`src/nps_pkg.sv`:
```
// Shared constants and types of the page program sequencer
package nps_pkg;
  // ==========
  // Register offsets and fields
  localparam logic [7:0] OFS_CMD = 8'h00;
  localparam logic [7:0] OFS_CONTROLLER_CONTROL_A = 8'h04;
  localparam logic [7:0] OFS_ADDR = 8'h08;
  localparam logic [7:0] OFS_DATA = 8'h0C;
  localparam logic [7:0] OFS_STAT = 8'h10;
  localparam logic [7:0] OFS_LOCK = 8'h14;
  localparam int EXEC_BIT = 0;
  localparam int BUSY_BIT = 0;
  localparam int ABORT_BIT = 1;
  localparam int DENY_BIT = 2;
  // ==========
  // Reset values and widths
  localparam int PTR_W = 16;
  localparam logic [6:0] CMD_RST = 7'h00;
  localparam logic [15:0] PTR_RST = 16'h0000;
  localparam logic [7:0] LOCK_RST = 8'hFF;
  localparam logic [15:0] FBUF_ERASED = 16'hFFFF;
  localparam logic [7:0] EBUF_ERASED = 8'hFF;
  localparam logic [15:0] BOOT_START_DEF = 16'hE000;
  localparam logic [15:0] CRC_STEP = 16'h0002;
  // ==========
  // Commands
  localparam logic [6:0] CMD_NOP = 7'h00;
  localparam logic [6:0] CMD_RD_USIG = 7'h01;
  localparam logic [6:0] CMD_RD_CAL = 7'h02;
  localparam logic [6:0] CMD_WR_LOCK = 7'h08;
  localparam logic [6:0] CMD_ER_USIG = 7'h18;
  localparam logic [6:0] CMD_WR_USIG = 7'h1A;
  localparam logic [6:0] CMD_ER_APP = 7'h20;
  localparam logic [6:0] CMD_ER_APG = 7'h22;
  localparam logic [6:0] CMD_LD_FBUF = 7'h23;
  localparam logic [6:0] CMD_WR_APG = 7'h24;
  localparam logic [6:0] CMD_EW_APG = 7'h25;
  localparam logic [6:0] CMD_ER_FBUF = 7'h26;
  localparam logic [6:0] CMD_ER_BPG = 7'h2A;
  localparam logic [6:0] CMD_ER_FPG = 7'h2B;
  localparam logic [6:0] CMD_WR_BPG = 7'h2C;
  localparam logic [6:0] CMD_EW_BPG = 7'h2D;
  localparam logic [6:0] CMD_WR_FPG = 7'h2E;
  localparam logic [6:0] CMD_EW_FPG = 7'h2F;
  localparam logic [6:0] CMD_ER_EPG = 7'h32;
  localparam logic [6:0] CMD_LD_EBUF = 7'h33;
  localparam logic [6:0] CMD_WR_EPG = 7'h34;
  localparam logic [6:0] CMD_EW_EPG = 7'h35;
  localparam logic [6:0] CMD_ER_EBUF = 7'h36;
  localparam logic [6:0] CMD_APP_CRC = 7'h38;
  localparam logic [6:0] CMD_BOOT_CRC = 7'h39;
  localparam logic [6:0] CMD_RANGE_CRC = 7'h3A;
  // ==========
  // Running operation as seen by the memory macro
  typedef struct packed {
    logic active;
    logic [6:0] cmd;
    logic [PTR_W-1:0] addr;
  } nps_op_t;
endpackage

```
`src/nps_sync.sv`:
```
// Two-stage synchroniser for pin-level inputs
module nps_sync #(
  parameter int W = 1
) (
  input wire logic ref_clk,
  input wire logic nrst,
  input wire logic clkEn,
  input wire logic [W-1:0] din,
  output logic [W-1:0] dout
);
  logic [W-1:0] meta_r;
  logic [W-1:0] sync_r;
  always_ff @(posedge ref_clk or negedge nrst) begin
    if (!nrst) begin
      meta_r <= '0;
      sync_r <= '0;
    end else if (clkEn) begin
      meta_r <= din;
      sync_r <= meta_r;
    end
  end
  assign dout = sync_r;
endmodule

```
`src/nps_page_buf.sv`:
```
// Flash word and EEPROM byte page buffers, EEPROM bytes with load tags
module nps_page_buf #(
  parameter int FWORDS = 64,
  parameter int EBYTES = 32
) (
  input wire logic ref_clk,
  input wire logic nrst,
  input wire logic clkEn,
  input wire logic fErase,
  input wire logic fLoad,
  input wire logic [$clog2(FWORDS)-1:0] fIdx,
  input wire logic [15:0] fData,
  input wire logic [$clog2(FWORDS)-1:0] fRdIdx,
  output logic [15:0] fRdWord,
  input wire logic eErase,
  input wire logic eLoad,
  input wire logic [$clog2(EBYTES)-1:0] eIdx,
  input wire logic [7:0] eData,
  input wire logic [$clog2(EBYTES)-1:0] eRdIdx,
  output logic [7:0] eRdByte,
  output logic [EBYTES-1:0] eTags
);
  logic [15:0] fMem_r [FWORDS];
  logic [15:0] fMem_nxt [FWORDS];
  logic [7:0] eMem_r [EBYTES];
  logic [7:0] eMem_nxt [EBYTES];
  logic [EBYTES-1:0] eTag_r;
  logic [EBYTES-1:0] eTag_nxt;
  // ==========
  // Erase fills with ones, a load ANDs into the old content
  always_comb begin
    fMem_nxt = fMem_r;
    eMem_nxt = eMem_r;
    eTag_nxt = eTag_r;
    if (fErase) begin
      fMem_nxt = '{default: nps_pkg::FBUF_ERASED};
    end else if (fLoad) begin
      fMem_nxt[fIdx] = fMem_r[fIdx] & fData;
    end
    if (eErase) begin
      eMem_nxt = '{default: nps_pkg::EBUF_ERASED};
      eTag_nxt = '0;
    end else if (eLoad) begin
      eMem_nxt[eIdx] = eMem_r[eIdx] & eData;
      eTag_nxt[eIdx] = 1'b1;
    end
  end
  always_ff @(posedge ref_clk or negedge nrst) begin
    if (!nrst) begin
      fMem_r <= '{default: nps_pkg::FBUF_ERASED};
      eMem_r <= '{default: nps_pkg::EBUF_ERASED};
      eTag_r <= '0;
    end else if (clkEn) begin
      fMem_r <= fMem_nxt;
      eMem_r <= eMem_nxt;
      eTag_r <= eTag_nxt;
    end
  end
  assign fRdWord = fMem_r[fRdIdx];
  assign eRdByte = eMem_r[eRdIdx];
  assign eTags = eTag_r;
endmodule

```
`src/nps_sequencer.sv`:
```
// Page program sequencer: command triggers, access, halting, aborts
// Operation
// - Buffer-erase-write, buffer-atomic, or erase-buffer-write orders all work.
// - Tagged EEPROM bytes are erased before they are written.
// - Power-on-level supply detector on during every flash programming.
// - Brown-out monitor on during chip erase or debug link enabled.
// - Supply trip aborts the running operation at once.
// - Flash range checksum always reads whole words, an even byte count.
// - Application page operation keeps boot area readable, CPU running.
// - Boot page operation halts the CPU throughout.
// - User signature erase or write halts CPU, nothing readable.
// - Pointer splits into word field and page field.
// - Pointer bit 0 selects low or high byte on reads.
// - Target address captured at start; pointer free afterwards.
// - Action commands start on writing the execute bit.
// - Load instruction starts reads, store instruction starts writes.
// - Guarded triggers need unlock, except from the external programmer.
// - Boot code writes flash, signature, EEPROM; locks only tighter.
// - Application code reads flash only, still writes EEPROM.
// - Boot code may program any flash page, boot area too.
// - Busy flag set; control registers refuse writes while busy.
// - Unloaded flash buffer words read and program as all ones.
// - EEPROM buffer bytes tagged on load; only tagged bytes change.
module nps_sequencer #(
  parameter int PW = nps_pkg::PTR_W,
  parameter int WORD_TOP = 6,
  parameter int PAGE_TOP = 15,
  parameter int EE_BYTES = 32,
  parameter logic [15:0] BOOT_START = nps_pkg::BOOT_START_DEF
) (
  input wire logic ref_clk,
  input wire logic nrst,
  input wire logic clkEn,
  input wire logic hsel,
  input wire logic [31:0] haddr,
  input wire logic [1:0] htrans,
  input wire logic hwrite,
  input wire logic [2:0] hsize,
  input wire logic [31:0] hwdata,
  input wire logic hready,
  output logic [31:0] hrdata,
  output logic hreadyout,
  output logic hresp,
  input wire logic extProgSel,
  input wire logic guardUnlock,
  input wire logic execFromBoot,
  input wire logic loadTrig,
  input wire logic storeTrig,
  input wire logic [PW-1:0] cpuPtr,
  input wire logic [15:0] storeData,
  input wire logic [15:0] flashRdWord,
  output logic [7:0] cpuLoadByte,
  input wire logic debugLinkPin,
  input wire logic chipErasePin,
  input wire logic porTripPin,
  input wire logic bodTripPin,
  output logic porDetEn,
  output logic bodEn,
  output logic busy,
  output logic cpuHalt,
  output logic bootReadable,
  output logic appReadable,
  output nps_pkg::nps_op_t nvmOp,
  output logic [PAGE_TOP-WORD_TOP-1:0] opPage,
  output logic [WORD_TOP-1:0] opWord,
  input wire logic nvmDone,
  output logic nvmAbort,
  input wire logic [WORD_TOP-1:0] bufIdx,
  output logic [15:0] bufWord,
  input wire logic [$clog2(EE_BYTES)-1:0] eeIdx,
  output logic [7:0] eeByte,
  output logic [EE_BYTES-1:0] eeTags,
  output logic crcRead,
  output logic [PW-1:0] crcAddr
);
  localparam int EW = $clog2(EE_BYTES);
  typedef enum logic [1:0] {ST_IDLE, ST_RUN, ST_CRC} nps_state_t;

  // ==========
  // Decoding helpers
  function automatic logic [WORD_TOP-1:0] wordOf(input logic [PW-1:0] p);
    return p[WORD_TOP:1];
  endfunction
  function automatic logic [PAGE_TOP-WORD_TOP-1:0] pageOf(input logic [PW-1:0] p);
    return p[PAGE_TOP:WORD_TOP+1];
  endfunction
  function automatic logic isStoreOp(input logic [6:0] c);
    return c inside {nps_pkg::CMD_ER_USIG, nps_pkg::CMD_WR_USIG,
      nps_pkg::CMD_ER_APP, nps_pkg::CMD_ER_APG, nps_pkg::CMD_WR_APG,
      nps_pkg::CMD_EW_APG, nps_pkg::CMD_ER_BPG, nps_pkg::CMD_WR_BPG,
      nps_pkg::CMD_EW_BPG, nps_pkg::CMD_ER_FPG, nps_pkg::CMD_WR_FPG,
      nps_pkg::CMD_EW_FPG};
  endfunction
  function automatic logic haltsCpu(input logic [6:0] c, input logic [PW-1:0] a);
    if (c inside {nps_pkg::CMD_ER_FPG, nps_pkg::CMD_WR_FPG, nps_pkg::CMD_EW_FPG}) begin
      return a >= BOOT_START;
    end
    return c inside {nps_pkg::CMD_ER_USIG, nps_pkg::CMD_WR_USIG,
      nps_pkg::CMD_ER_APP, nps_pkg::CMD_ER_BPG, nps_pkg::CMD_WR_BPG,
      nps_pkg::CMD_EW_BPG, nps_pkg::CMD_APP_CRC, nps_pkg::CMD_BOOT_CRC,
      nps_pkg::CMD_RANGE_CRC};
  endfunction

  // ==========
  // Pin synchronisers
  logic [3:0] pinsS;
  logic debugLinkS;
  logic chipEraseS;
  logic porTripS;
  logic bodTripS;
  nps_sync #(.W(4)) uSync (
    .ref_clk(ref_clk),
    .nrst(nrst),
    .clkEn(clkEn),
    .din({debugLinkPin, chipErasePin, porTripPin, bodTripPin}),
    .dout(pinsS)
  );
  assign {debugLinkS, chipEraseS, porTripS, bodTripS} = pinsS;

  // ==========
  // State declarations
  nps_state_t state_r, state_nxt;
  logic dpWrite_r, dpWrite_nxt;
  logic [7:0] dpAddr_r, dpAddr_nxt;
  logic [31:0] hrdata_r, hrdata_nxt;
  logic [6:0] cmd_r, cmd_nxt;
  logic [PW-1:0] addr_r, addr_nxt;
  logic [PW-1:0] data_r, data_nxt;
  logic abortFlag_r, abortFlag_nxt;
  logic denyFlag_r, denyFlag_nxt;
  logic [6:0] opCmd_r, opCmd_nxt;
  logic [PW-1:0] opPtr_r, opPtr_nxt;
  logic [PW-1:0] crcPtr_r, crcPtr_nxt;
  logic [PW-1:0] crcEnd_r, crcEnd_nxt;
  logic [7:0] lock_r, lock_nxt;
  logic [7:0] loadByte_r, loadByte_nxt;
  logic abort_r, abort_nxt;
  logic addrPhase, execWrite, privileged, guardOk;
  logic actGo, storeGo, loadGo, readOk, supplyTrip;
  logic fErase, fLoad, eErase, eLoad, abortEv, denyEv;
  logic [7:0] expByte;

  // ==========
  // Bus slave and register bank
  assign addrPhase = hsel && hready && htrans[1];
  assign execWrite = dpWrite_r && !busy && dpAddr_r == nps_pkg::OFS_CONTROLLER_CONTROL_A
    && hwdata[nps_pkg::EXEC_BIT];
  always_comb begin
    dpWrite_nxt = addrPhase && hwrite;
    dpAddr_nxt = addrPhase ? haddr[7:0] : dpAddr_r;
    hrdata_nxt = hrdata_r;
    cmd_nxt = cmd_r;
    addr_nxt = addr_r;
    data_nxt = data_r;
    abortFlag_nxt = abortFlag_r;
    denyFlag_nxt = denyFlag_r;
    if (addrPhase && !hwrite) begin
      case (haddr[7:0])
        nps_pkg::OFS_CMD: hrdata_nxt = 32'(cmd_r);
        nps_pkg::OFS_ADDR: hrdata_nxt = 32'(addr_r);
        nps_pkg::OFS_DATA: hrdata_nxt = 32'(data_r);
        nps_pkg::OFS_STAT: hrdata_nxt = 32'({denyFlag_r, abortFlag_r, busy});
        nps_pkg::OFS_LOCK: hrdata_nxt = 32'(lock_r);
        default: hrdata_nxt = '0;
      endcase
    end
    if (dpWrite_r && !busy) begin
      case (dpAddr_r)
        nps_pkg::OFS_CMD: cmd_nxt = hwdata[6:0];
        nps_pkg::OFS_ADDR: addr_nxt = hwdata[PW-1:0];
        nps_pkg::OFS_DATA: data_nxt = hwdata[PW-1:0];
        default: ;
      endcase
    end
    if (dpWrite_r && dpAddr_r == nps_pkg::OFS_STAT) begin
      abortFlag_nxt = abortFlag_r && !hwdata[nps_pkg::ABORT_BIT];
      denyFlag_nxt = denyFlag_r && !hwdata[nps_pkg::DENY_BIT];
    end
    abortFlag_nxt = abortFlag_nxt || abortEv;
    denyFlag_nxt = denyFlag_nxt || denyEv;
  end
  always_ff @(posedge ref_clk or negedge nrst) begin
    if (!nrst) begin
      dpWrite_r <= 1'b0;
      dpAddr_r <= '0;
      hrdata_r <= '0;
      cmd_r <= nps_pkg::CMD_RST;
      addr_r <= nps_pkg::PTR_RST;
      data_r <= nps_pkg::PTR_RST;
      abortFlag_r <= 1'b0;
      denyFlag_r <= 1'b0;
    end else if (clkEn) begin
      dpWrite_r <= dpWrite_nxt;
      dpAddr_r <= dpAddr_nxt;
      hrdata_r <= hrdata_nxt;
      cmd_r <= cmd_nxt;
      addr_r <= addr_nxt;
      data_r <= data_nxt;
      abortFlag_r <= abortFlag_nxt;
      denyFlag_r <= denyFlag_nxt;
    end
  end
  assign hrdata = hrdata_r;
  assign hreadyout = clkEn;
  assign hresp = 1'b0;

  // ==========
  // Trigger qualification
  assign busy = state_r != ST_IDLE;
  assign privileged = execFromBoot || extProgSel;
  assign guardOk = guardUnlock || extProgSel;
  assign actGo = execWrite && guardOk;
  assign storeGo = storeTrig && !busy;
  assign readOk = !busy || (bootReadable && cpuPtr >= BOOT_START);
  assign loadGo = loadTrig && readOk && cmd_r inside {nps_pkg::CMD_NOP,
    nps_pkg::CMD_RD_USIG, nps_pkg::CMD_RD_CAL};
  assign porDetEn = busy && isStoreOp(opCmd_r);
  assign bodEn = chipEraseS || debugLinkS;
  assign supplyTrip = (porDetEn && porTripS) || (bodEn && bodTripS);
  assign expByte = cpuPtr[0] ? flashRdWord[15:8] : flashRdWord[7:0];

  // ==========
  // Sequencer
  always_comb begin
    state_nxt = state_r;
    opCmd_nxt = opCmd_r;
    opPtr_nxt = opPtr_r;
    crcPtr_nxt = crcPtr_r;
    crcEnd_nxt = crcEnd_r;
    lock_nxt = lock_r;
    loadByte_nxt = loadByte_r;
    abort_nxt = 1'b0;
    abortEv = 1'b0;
    denyEv = 1'b0;
    fErase = 1'b0;
    fLoad = 1'b0;
    eErase = 1'b0;
    eLoad = 1'b0;
    if (loadGo) begin
      loadByte_nxt = expByte;
    end
    case (state_r)
      ST_IDLE: begin
        if (actGo) begin
          opCmd_nxt = cmd_r;
          case (cmd_r)
            nps_pkg::CMD_ER_FBUF: fErase = 1'b1;
            nps_pkg::CMD_ER_EBUF: eErase = 1'b1;
            nps_pkg::CMD_WR_LOCK: begin
              if (privileged) begin
                lock_nxt = lock_r & data_r[7:0];
                eErase = 1'b1;
              end else begin
                denyEv = 1'b1;
              end
            end
            nps_pkg::CMD_RANGE_CRC: begin
              crcPtr_nxt = {addr_r[PW-1:1], 1'b0};
              crcEnd_nxt = data_r;
              state_nxt = ST_CRC;
            end
            nps_pkg::CMD_APP_CRC: begin
              crcPtr_nxt = '0;
              crcEnd_nxt = BOOT_START - PW'(1);
              state_nxt = ST_CRC;
            end
            nps_pkg::CMD_BOOT_CRC: begin
              crcPtr_nxt = BOOT_START;
              crcEnd_nxt = '1;
              state_nxt = ST_CRC;
            end
            nps_pkg::CMD_ER_EPG, nps_pkg::CMD_WR_EPG, nps_pkg::CMD_EW_EPG: begin
              opPtr_nxt = addr_r;
              state_nxt = ST_RUN;
            end
            default: ;
          endcase
        end else if (storeGo) begin
          if (cmd_r == nps_pkg::CMD_LD_FBUF) begin
            fLoad = 1'b1;
          end else if (cmd_r == nps_pkg::CMD_LD_EBUF) begin
            eLoad = 1'b1;
          end else if (isStoreOp(cmd_r) && guardOk) begin
            if (privileged) begin
              opCmd_nxt = cmd_r;
              opPtr_nxt = cpuPtr;
              state_nxt = ST_RUN;
            end else begin
              denyEv = 1'b1;
            end
          end
        end
      end
      ST_RUN: begin
        if (supplyTrip) begin
          abort_nxt = 1'b1;
          abortEv = 1'b1;
          state_nxt = ST_IDLE;
        end else if (nvmDone) begin
          fErase = opCmd_r inside {nps_pkg::CMD_WR_FPG, nps_pkg::CMD_EW_FPG,
            nps_pkg::CMD_WR_APG, nps_pkg::CMD_EW_APG, nps_pkg::CMD_WR_BPG,
            nps_pkg::CMD_EW_BPG, nps_pkg::CMD_WR_USIG};
          eErase = opCmd_r inside {nps_pkg::CMD_WR_EPG, nps_pkg::CMD_EW_EPG};
          state_nxt = ST_IDLE;
        end
      end
      ST_CRC: begin
        if (supplyTrip) begin
          abort_nxt = 1'b1;
          abortEv = 1'b1;
          state_nxt = ST_IDLE;
        end else begin
          crcPtr_nxt = crcPtr_r + nps_pkg::CRC_STEP;
          if (crcPtr_r[PW-1:1] == crcEnd_r[PW-1:1]) begin
            state_nxt = ST_IDLE;
          end
        end
      end
      default: state_nxt = ST_IDLE;
    endcase
  end
  always_ff @(posedge ref_clk or negedge nrst) begin
    if (!nrst) begin
      state_r <= ST_IDLE;
      opCmd_r <= nps_pkg::CMD_RST;
      opPtr_r <= nps_pkg::PTR_RST;
      crcPtr_r <= nps_pkg::PTR_RST;
      crcEnd_r <= nps_pkg::PTR_RST;
      lock_r <= nps_pkg::LOCK_RST;
      loadByte_r <= '0;
      abort_r <= 1'b0;
    end else if (clkEn) begin
      state_r <= state_nxt;
      opCmd_r <= opCmd_nxt;
      opPtr_r <= opPtr_nxt;
      crcPtr_r <= crcPtr_nxt;
      crcEnd_r <= crcEnd_nxt;
      lock_r <= lock_nxt;
      loadByte_r <= loadByte_nxt;
      abort_r <= abort_nxt;
    end
  end

  // ==========
  // Outputs
  assign cpuHalt = busy && haltsCpu(opCmd_r, opPtr_r);
  assign bootReadable = !cpuHalt;
  assign appReadable = !busy;
  assign nvmOp = '{active: state_r == ST_RUN, cmd: opCmd_r, addr: opPtr_r};
  assign opPage = pageOf(opPtr_r);
  assign opWord = wordOf(opPtr_r);
  assign nvmAbort = abort_r;
  assign cpuLoadByte = loadByte_r;
  assign crcRead = state_r == ST_CRC;
  assign crcAddr = crcPtr_r;

  // ==========
  // Page buffers
  nps_page_buf #(.FWORDS(2 ** WORD_TOP), .EBYTES(EE_BYTES)) uBuf (
    .ref_clk(ref_clk),
    .nrst(nrst),
    .clkEn(clkEn),
    .fErase(fErase),
    .fLoad(fLoad),
    .fIdx(wordOf(cpuPtr)),
    .fData(storeData),
    .fRdIdx(bufIdx),
    .fRdWord(bufWord),
    .eErase(eErase),
    .eLoad(eLoad),
    .eIdx(cpuPtr[EW-1:0]),
    .eData(storeData[7:0]),
    .eRdIdx(eeIdx),
    .eRdByte(eeByte),
    .eTags(eeTags)
  );
endmodule

```
`config.mk`:
```
export PLATFORM = sky130hd
export DESIGN_NAME = nps_sequencer
export DESIGN_NICKNAME = d
export VERILOG_FILES = /design/src/nps_pkg.sv /design/src/nps_sync.sv /design/src/nps_page_buf.sv /design/src/nps_sequencer.sv
export SDC_FILE = /design/constraint.sdc
export NUM_CORES = 2
export LEC_CHECK = 0
export ABC_CLOCK_PERIOD_IN_PS = 4520
export BUFFER_PORTS_ARGS = -buffer_cell sky130_fd_sc_hd__buf_2
export CORE_MARGIN = 2
export CORE_UTILIZATION = 55
export DETAILED_ROUTE_END_ITERATION = 10
export PLACE_DENSITY = 0.72
export SYNTH_ARGS = -nofsm -noshare
export SYNTH_HDL_FRONTEND = slang
export SYNTH_SLANG_ARGS = --single-unit
```
`constraint.sdc`:
```
create_clock -name ref_clk -period 4.52 [get_ports ref_clk]
set_input_delay 0.678 -clock ref_clk [delete_from_list [all_inputs] [get_ports ref_clk]]
set_output_delay 0.678 -clock ref_clk [all_outputs]
set_load 0.05 [all_outputs]
```
[After elaboration in Yosys (flattened, before gate mapping)]
Cells that the tools add are included.
Word-level totals
  register bits: 1476
  input port bits: 144
  output and inout bits: 161
  word-level logic and storage cells: 365
Operators by class
  add/sub/neg operators: 1
  order comparisons: 10
  eq/ne operators: 67
  muxes and demuxes: 93
  bitwise gates (word level): 8
  reductions and logical operators: 71
Operator list (number)
  $mux 1024: 2
  $bwmux 1024: 1
  $mux 256: 2
  $bwmux 256: 1
  $eq 7x6->1 const B: 35
  $mux 16: 14
  $bmux 16 s6: 2
  $demux 16 s6: 1
  $pmux 16 s3: 2
  $bmux 8 s5: 2
  $pmux 16 s5: 1
  $mux 32: 2
  $mux 8: 6
  $mux 7: 6
  $demux 8 s5: 1
  $mux 1: 33
  $eq 8x4->1 const B: 4
  $ge 16x16->1 const B: 2
  $or 32x32->32: 1
  $pmux 16 s2: 1
  $eq 7x5->1 const B: 4
  $eq 8x5->1 const B: 3
  $reduce_bool 12->1: 2
  $logic_and 1x1->1: 23
  47 further kinds: 99

[Logic depth before layout (Yosys ltp)]
  depth in word-level cells: 11
  depth in mapped cells: 14

[By module]
A second synthesis with hierarchy kept.
Second synthesis, totals
  cells, all modules: 7460
  area total of the unflattened synthesis: 79426.2 µm²
Modules (own cells, without submodules)
  nps_page_buf: times used 1, cells an instance 6684, area each 71592.4 µm², sequential area each 34433.0 µm²
  nps_sequencer: times used 1, cells an instance 759, area each 7502.2 µm², sequential area each 3463.3 µm²
  nps_sync: times used 1, cells an instance 17, area each 331.6 µm², sequential area each 200.2 µm²

[Worst setup path after synthesis]
OpenSTA, ideal clock, no wires.
  path type: input-to-output
  start point: input bufIdx[0]
  end point: output bufWord[6]
  arrival: 3.454 ns
  required time: 3.842 ns
  slack: 0.388 ns
  stages on the path: 6
  cell sequence: clkbuf_1 buf_1 buf_1 mux4_2 mux4_2 mux4_2
On the way
  word-level cells in the longest chain between the ends: 4
RTL lines
  start: declaration: line nps_sequencer.sv:68  | input wire logic [WORD_TOP-1:0] bufIdx,
  $not 6->7 (implied by the code): line nps_page_buf.sv:59  | assign fRdWord = fMem_r[fRdIdx];
  $bmux 16 s6: line nps_page_buf.sv:59
  $mux 16 (implied by the code) (2 in a row): line nps_page_buf.sv:59
  end: declaration: line nps_sequencer.sv:69  | output logic [15:0] bufWord,
No other way between the ends. The select of a mux whose other input is x is not followed.

[Worst setup path in the final report]
  start point: register opCmd_r[5]
  end point: register uBuf.fMem_r[321] (netlist name)
On the way
  word-level cells in the longest chain between the ends: 9
RTL lines
  start: declaration: line nps_sequencer.sv:131  | logic [6:0] opCmd_r, opCmd_nxt;
  start signal: assignment: line nps_sequencer.sv:325  | opCmd_r <= nps_pkg::CMD_RST;
  start signal: assignment: line nps_sequencer.sv:334  | opCmd_r <= opCmd_nxt;
  $eq 7x5->1, or another cell as far along: line nps_sequencer.sv:88  | return c inside {nps_pkg::CMD_ER_USIG, nps_pkg::CMD_WR_USIG,
  $reduce_bool 12->1: line nps_sequencer.sv:88
  $logic_and 1x1->1: line nps_sequencer.sv:217  | assign porDetEn = busy && isStoreOp(opCmd_r);
  $logic_and 1x1->1: line nps_sequencer.sv:219  | assign supplyTrip = (porDetEn && porTripS) || (bodEn && bodTripS);
  $logic_or 1x1->1: line nps_sequencer.sv:219
  $mux 1 (*): line nps_sequencer.sv:295  | if (supplyTrip) begin
  $pmux 1 s2 (*): line nps_sequencer.sv:242  | case (state_r)
  $reduce_bool 2->1 (no line)
  $reduce_and 2->1 (no line)
  end signal: assignment: line nps_page_buf.sv:54  | fMem_r <= fMem_nxt;
  end: declaration: line nps_page_buf.sv:23  | logic [15:0] fMem_r [FWORDS];
Every way passes the cells marked *; elsewhere a longest branch is shown, timed or not.
A chain may end at the register's enable or synchronous reset.

==> run metrics <==
Crit path buffers/inverters=2; Synth cell types=88; vias in the first global route=63251; Worst EP arrival=5170 ps; CTS Hold Bufs=0; Tightest Pin Transition=1350 ps; DRT Wirelength=296000 um; Largest stage delay, worst path=970 ps; sequential area share after synthesis=0.492; Hold Violations, Final=0; syn avg cell area=11.0 sq um; TritonCTS clock tree=yes; Rel. slew slack=0.0909; Filler Cells Inserted=10720; hold path depth=2; Final Cycle Share=0.990; PwrDens=341 mW/mm^2; Layout Cell Area excl Fill=0.0882 sq mm; Achievable Freq=224 MHz; Hold WS=90.8 ps; initial antenna violation count=22; mapped cell area=0.0775 sq mm; setup TNS=0 ps; Crit Path Max Fanout=29; via count=65833; Pleak=34.3 nW; post-cts resize count=0; Post-synth top flop=dfstp_2; Post-CTS Setup Bufs=0; Worst VDD drop=0.408 mV; grt total ovfl=0; CP cell instances=or3b_1 > a2bb2o_1 > a211oi_1 > nand3_2 > buf_4 > o211ai_1 > buf_4 > and2_1 > a21oi_1; number of cells on the critical path=9; fin crit period=4470 ps; post-route ant nets=0; CP most frequent cell=buf_4; Startpoint Class=flip-flop; Slew Viols, Final=0; TritonCTS Buffers=157; input/output buffers=242; initial core utilization=0.555; Register Area=0.0381 sq mm; setup ws final=47.4 ps; Skew-Pair Late Insertion Delay=830 ps; status=finished clean; Die ar.=0.144 sq mm; Die Height=379 um; Slowest-stage cell, CP=nand3_2; drt pass-1 iters=6; multi-input logic area=0.0363 sq mm; CP required=5220 ps; Post-synth EDFFs=0; Worst Setup End Kind=flip-flop; asr flop ratio synth=1.00; GP Congestion=1.04; FF+latch count, synth=1458; R2R cell count=9; maxcap violations=0; Hold Crit Class=in2reg; Setup violations, final=0; DIE WIDTH=379 um; clock sinks=1458; RSZ-0062 raised after global routing=no; Synth Warn #=0; H-tree depth=4; core area=0.140 sq mm; largest net degree at the start of global routing=151; row cnt=137; area grow syn2layout=13.8%; global-route wire length before repair=430000 um; DP Worst Slack=157 ps; synthesized instance count=7025; # IOs=305; drt wl/cell=32.1 um; Via density=7.13; dpl hpwl=200000 um; Fin Clk Skew=41.8 ps; placed cell area=0.0829 sq mm; GRT Total Usage=0.409; DR iter-0 viols=9934; share of cells above drive strength 1=0.423; Root Buffer=clkbuf_16; Clock transition at path regs=60 ps; DR DRC count=0; Clock Path Buffers=3; cell family with most CP delay=simple AND/OR/NAND/NOR gates; crit path kind=reg2reg; Final #Nets=7362
## kinds of logic after synthesis
group / count (synthesis) / synth area share
muxes: 898 / 0.203
xor gates and xnor gates: 15 / 0.00170
buffers and inverters: 744 / 0.0430
and+or+nand+nor: 1872 / 0.102
AOI/OAI and AO/OA: 2033 / 0.158
adders and majority gates: 4 / 0.000646
other: 1 / 0.0000484
DFF: 1458 / 0.492
## report_power, final
group	switching (mW)	internal, mW
clock	5.60	7.52
combinational	2.51	0.915
sequential	0.246	13.3
total	8.35	21.7
## flip-flops by register name, indices dropped and copies added (netlist names)
| signal | count |
|---|---|
| hrdata | 16 |
| dpAddr_r | 8 |
| uBuf.fMem_r | 1024 |
| dpWrite_r | 1 |
| opPtr_r | 16 |
| crcAddr | 15 |
| state_r | 2 |
| uSync.meta_r | 4 |
| lock_r | 8 |
| cpuLoadByte | 8 |
| denyFlag_r | 1 |
| uBuf.eMem_r | 256 |
| uSync.dout | 4 |
| crcEnd_r | 15 |
| data_r | 16 |
| cmd_r | 7 |
| abortFlag_r | 1 |
| nvmAbort | 1 |
| uBuf.eTags | 32 |
| opCmd_r | 7 |
| addr_r | 16 |
## layer usage
metal | wire length, um | vias to the layer above | part of all wire | track usage
met2 | 126000 | 5285 | 0.43 | 0.575
met4 | 20600 | 24 | 0.069 | 0.239
met5 | 174 | - | 0.00059 | 0
met1 | 104000 | 33137 | 0.35 | 0.530
li1 | - | 26205 | - | -
met3 | 45200 | 1182 | 0.15 | 0.168
## worst register-to-register path, stage by stage (launching register included)
cell and delay (ps):
dfrtp_1 410, or3b_1 300, a2bb2o_1 360, a211oi_1 540, nand3_2 970, buf_4 530
o211ai_1 110, buf_4 350, and2_1 610, a21oi_1 160
## synthesized netlist by cell type (82+ instances only)
cell,number,area [sq um]
a21oi_1,1288,6450
buf_2,230,1150
mux2i_1,152,1520
mux4_2,516,11600
o21ai_0,82,410
dfstp_2,1288,33800
dfrtp_1,170,4250
a31oi_1,110,688
mux2_2,228,2570
nand2_1,183,687
clkbuf_1,359,1350
a22oi_1,139,1040
nor2_1,1372,5150
## cell type report
cell class / count / area share
antenna: 12 / 0.000341
clock buffer: 249 / 0.0539
clock inverter: 40 / 0.00495
inverter: 22 / 0.000937
multi-input combinational: 4840 / 0.412
sequential: 1458 / 0.432
tap: 1876 / 0.0266
timing repair buffer: 735 / 0.0690
## final timing paths
| path | startpoint | to | slack [ps] |
|---|---|---|---|
| max reg2reg | opCmd_r[5] | uBuf.fMem_r[321] | 50 |
| min reg2reg | lock_r[6] | lock_r[6] | 460 |
| min | chipErasePin | uSync.meta_r[2] | 90 |
| max | opCmd_r[5] | uBuf.fMem_r[321] | 50 |
| max in group asynchronous | nrst | uBuf.fMem_r[925] | 3330 |
| min in group asynchronous | nrst | uBuf.fMem_r[318] | 180 |
## through the flow
step / instances / utilization / power [mW]
2_1_floorplan: 7042 / - / 15.6
3_3_place_gp: 8931 / 0.594 / 17.0
3_5_place_dp: 8931 / 0.594 / 17.0
4_1_cts: 9220 / 0.631 / 30.0
5_1_grt: 9222 / 0.631 / 30.8
6_report: 9232 / 0.631 / 30.1
## cell usage in the layout, fill, tap and decap left out, types with 80 or more instances in the layout
| master | instances |
|---|---|
| mux2_2 | 228 |
| nor2_1 | 1370 |
| a31oi_1 | 110 |
| a22oi_1 | 139 |
| dfstp_2 | 1288 |
| clkbuf_16 | 163 |
| buf_4 | 409 |
| buf_2 | 232 |
| o211ai_1 | 80 |
| dfrtp_1 | 170 |
| mux4_2 | 516 |
| o21ai_0 | 82 |
| mux2i_1 | 152 |
| buf_12 | 88 |
| a21oi_1 | 1287 |
| nand2_1 | 181 |
No activity file was read; power rests on OpenSTA's default activity.
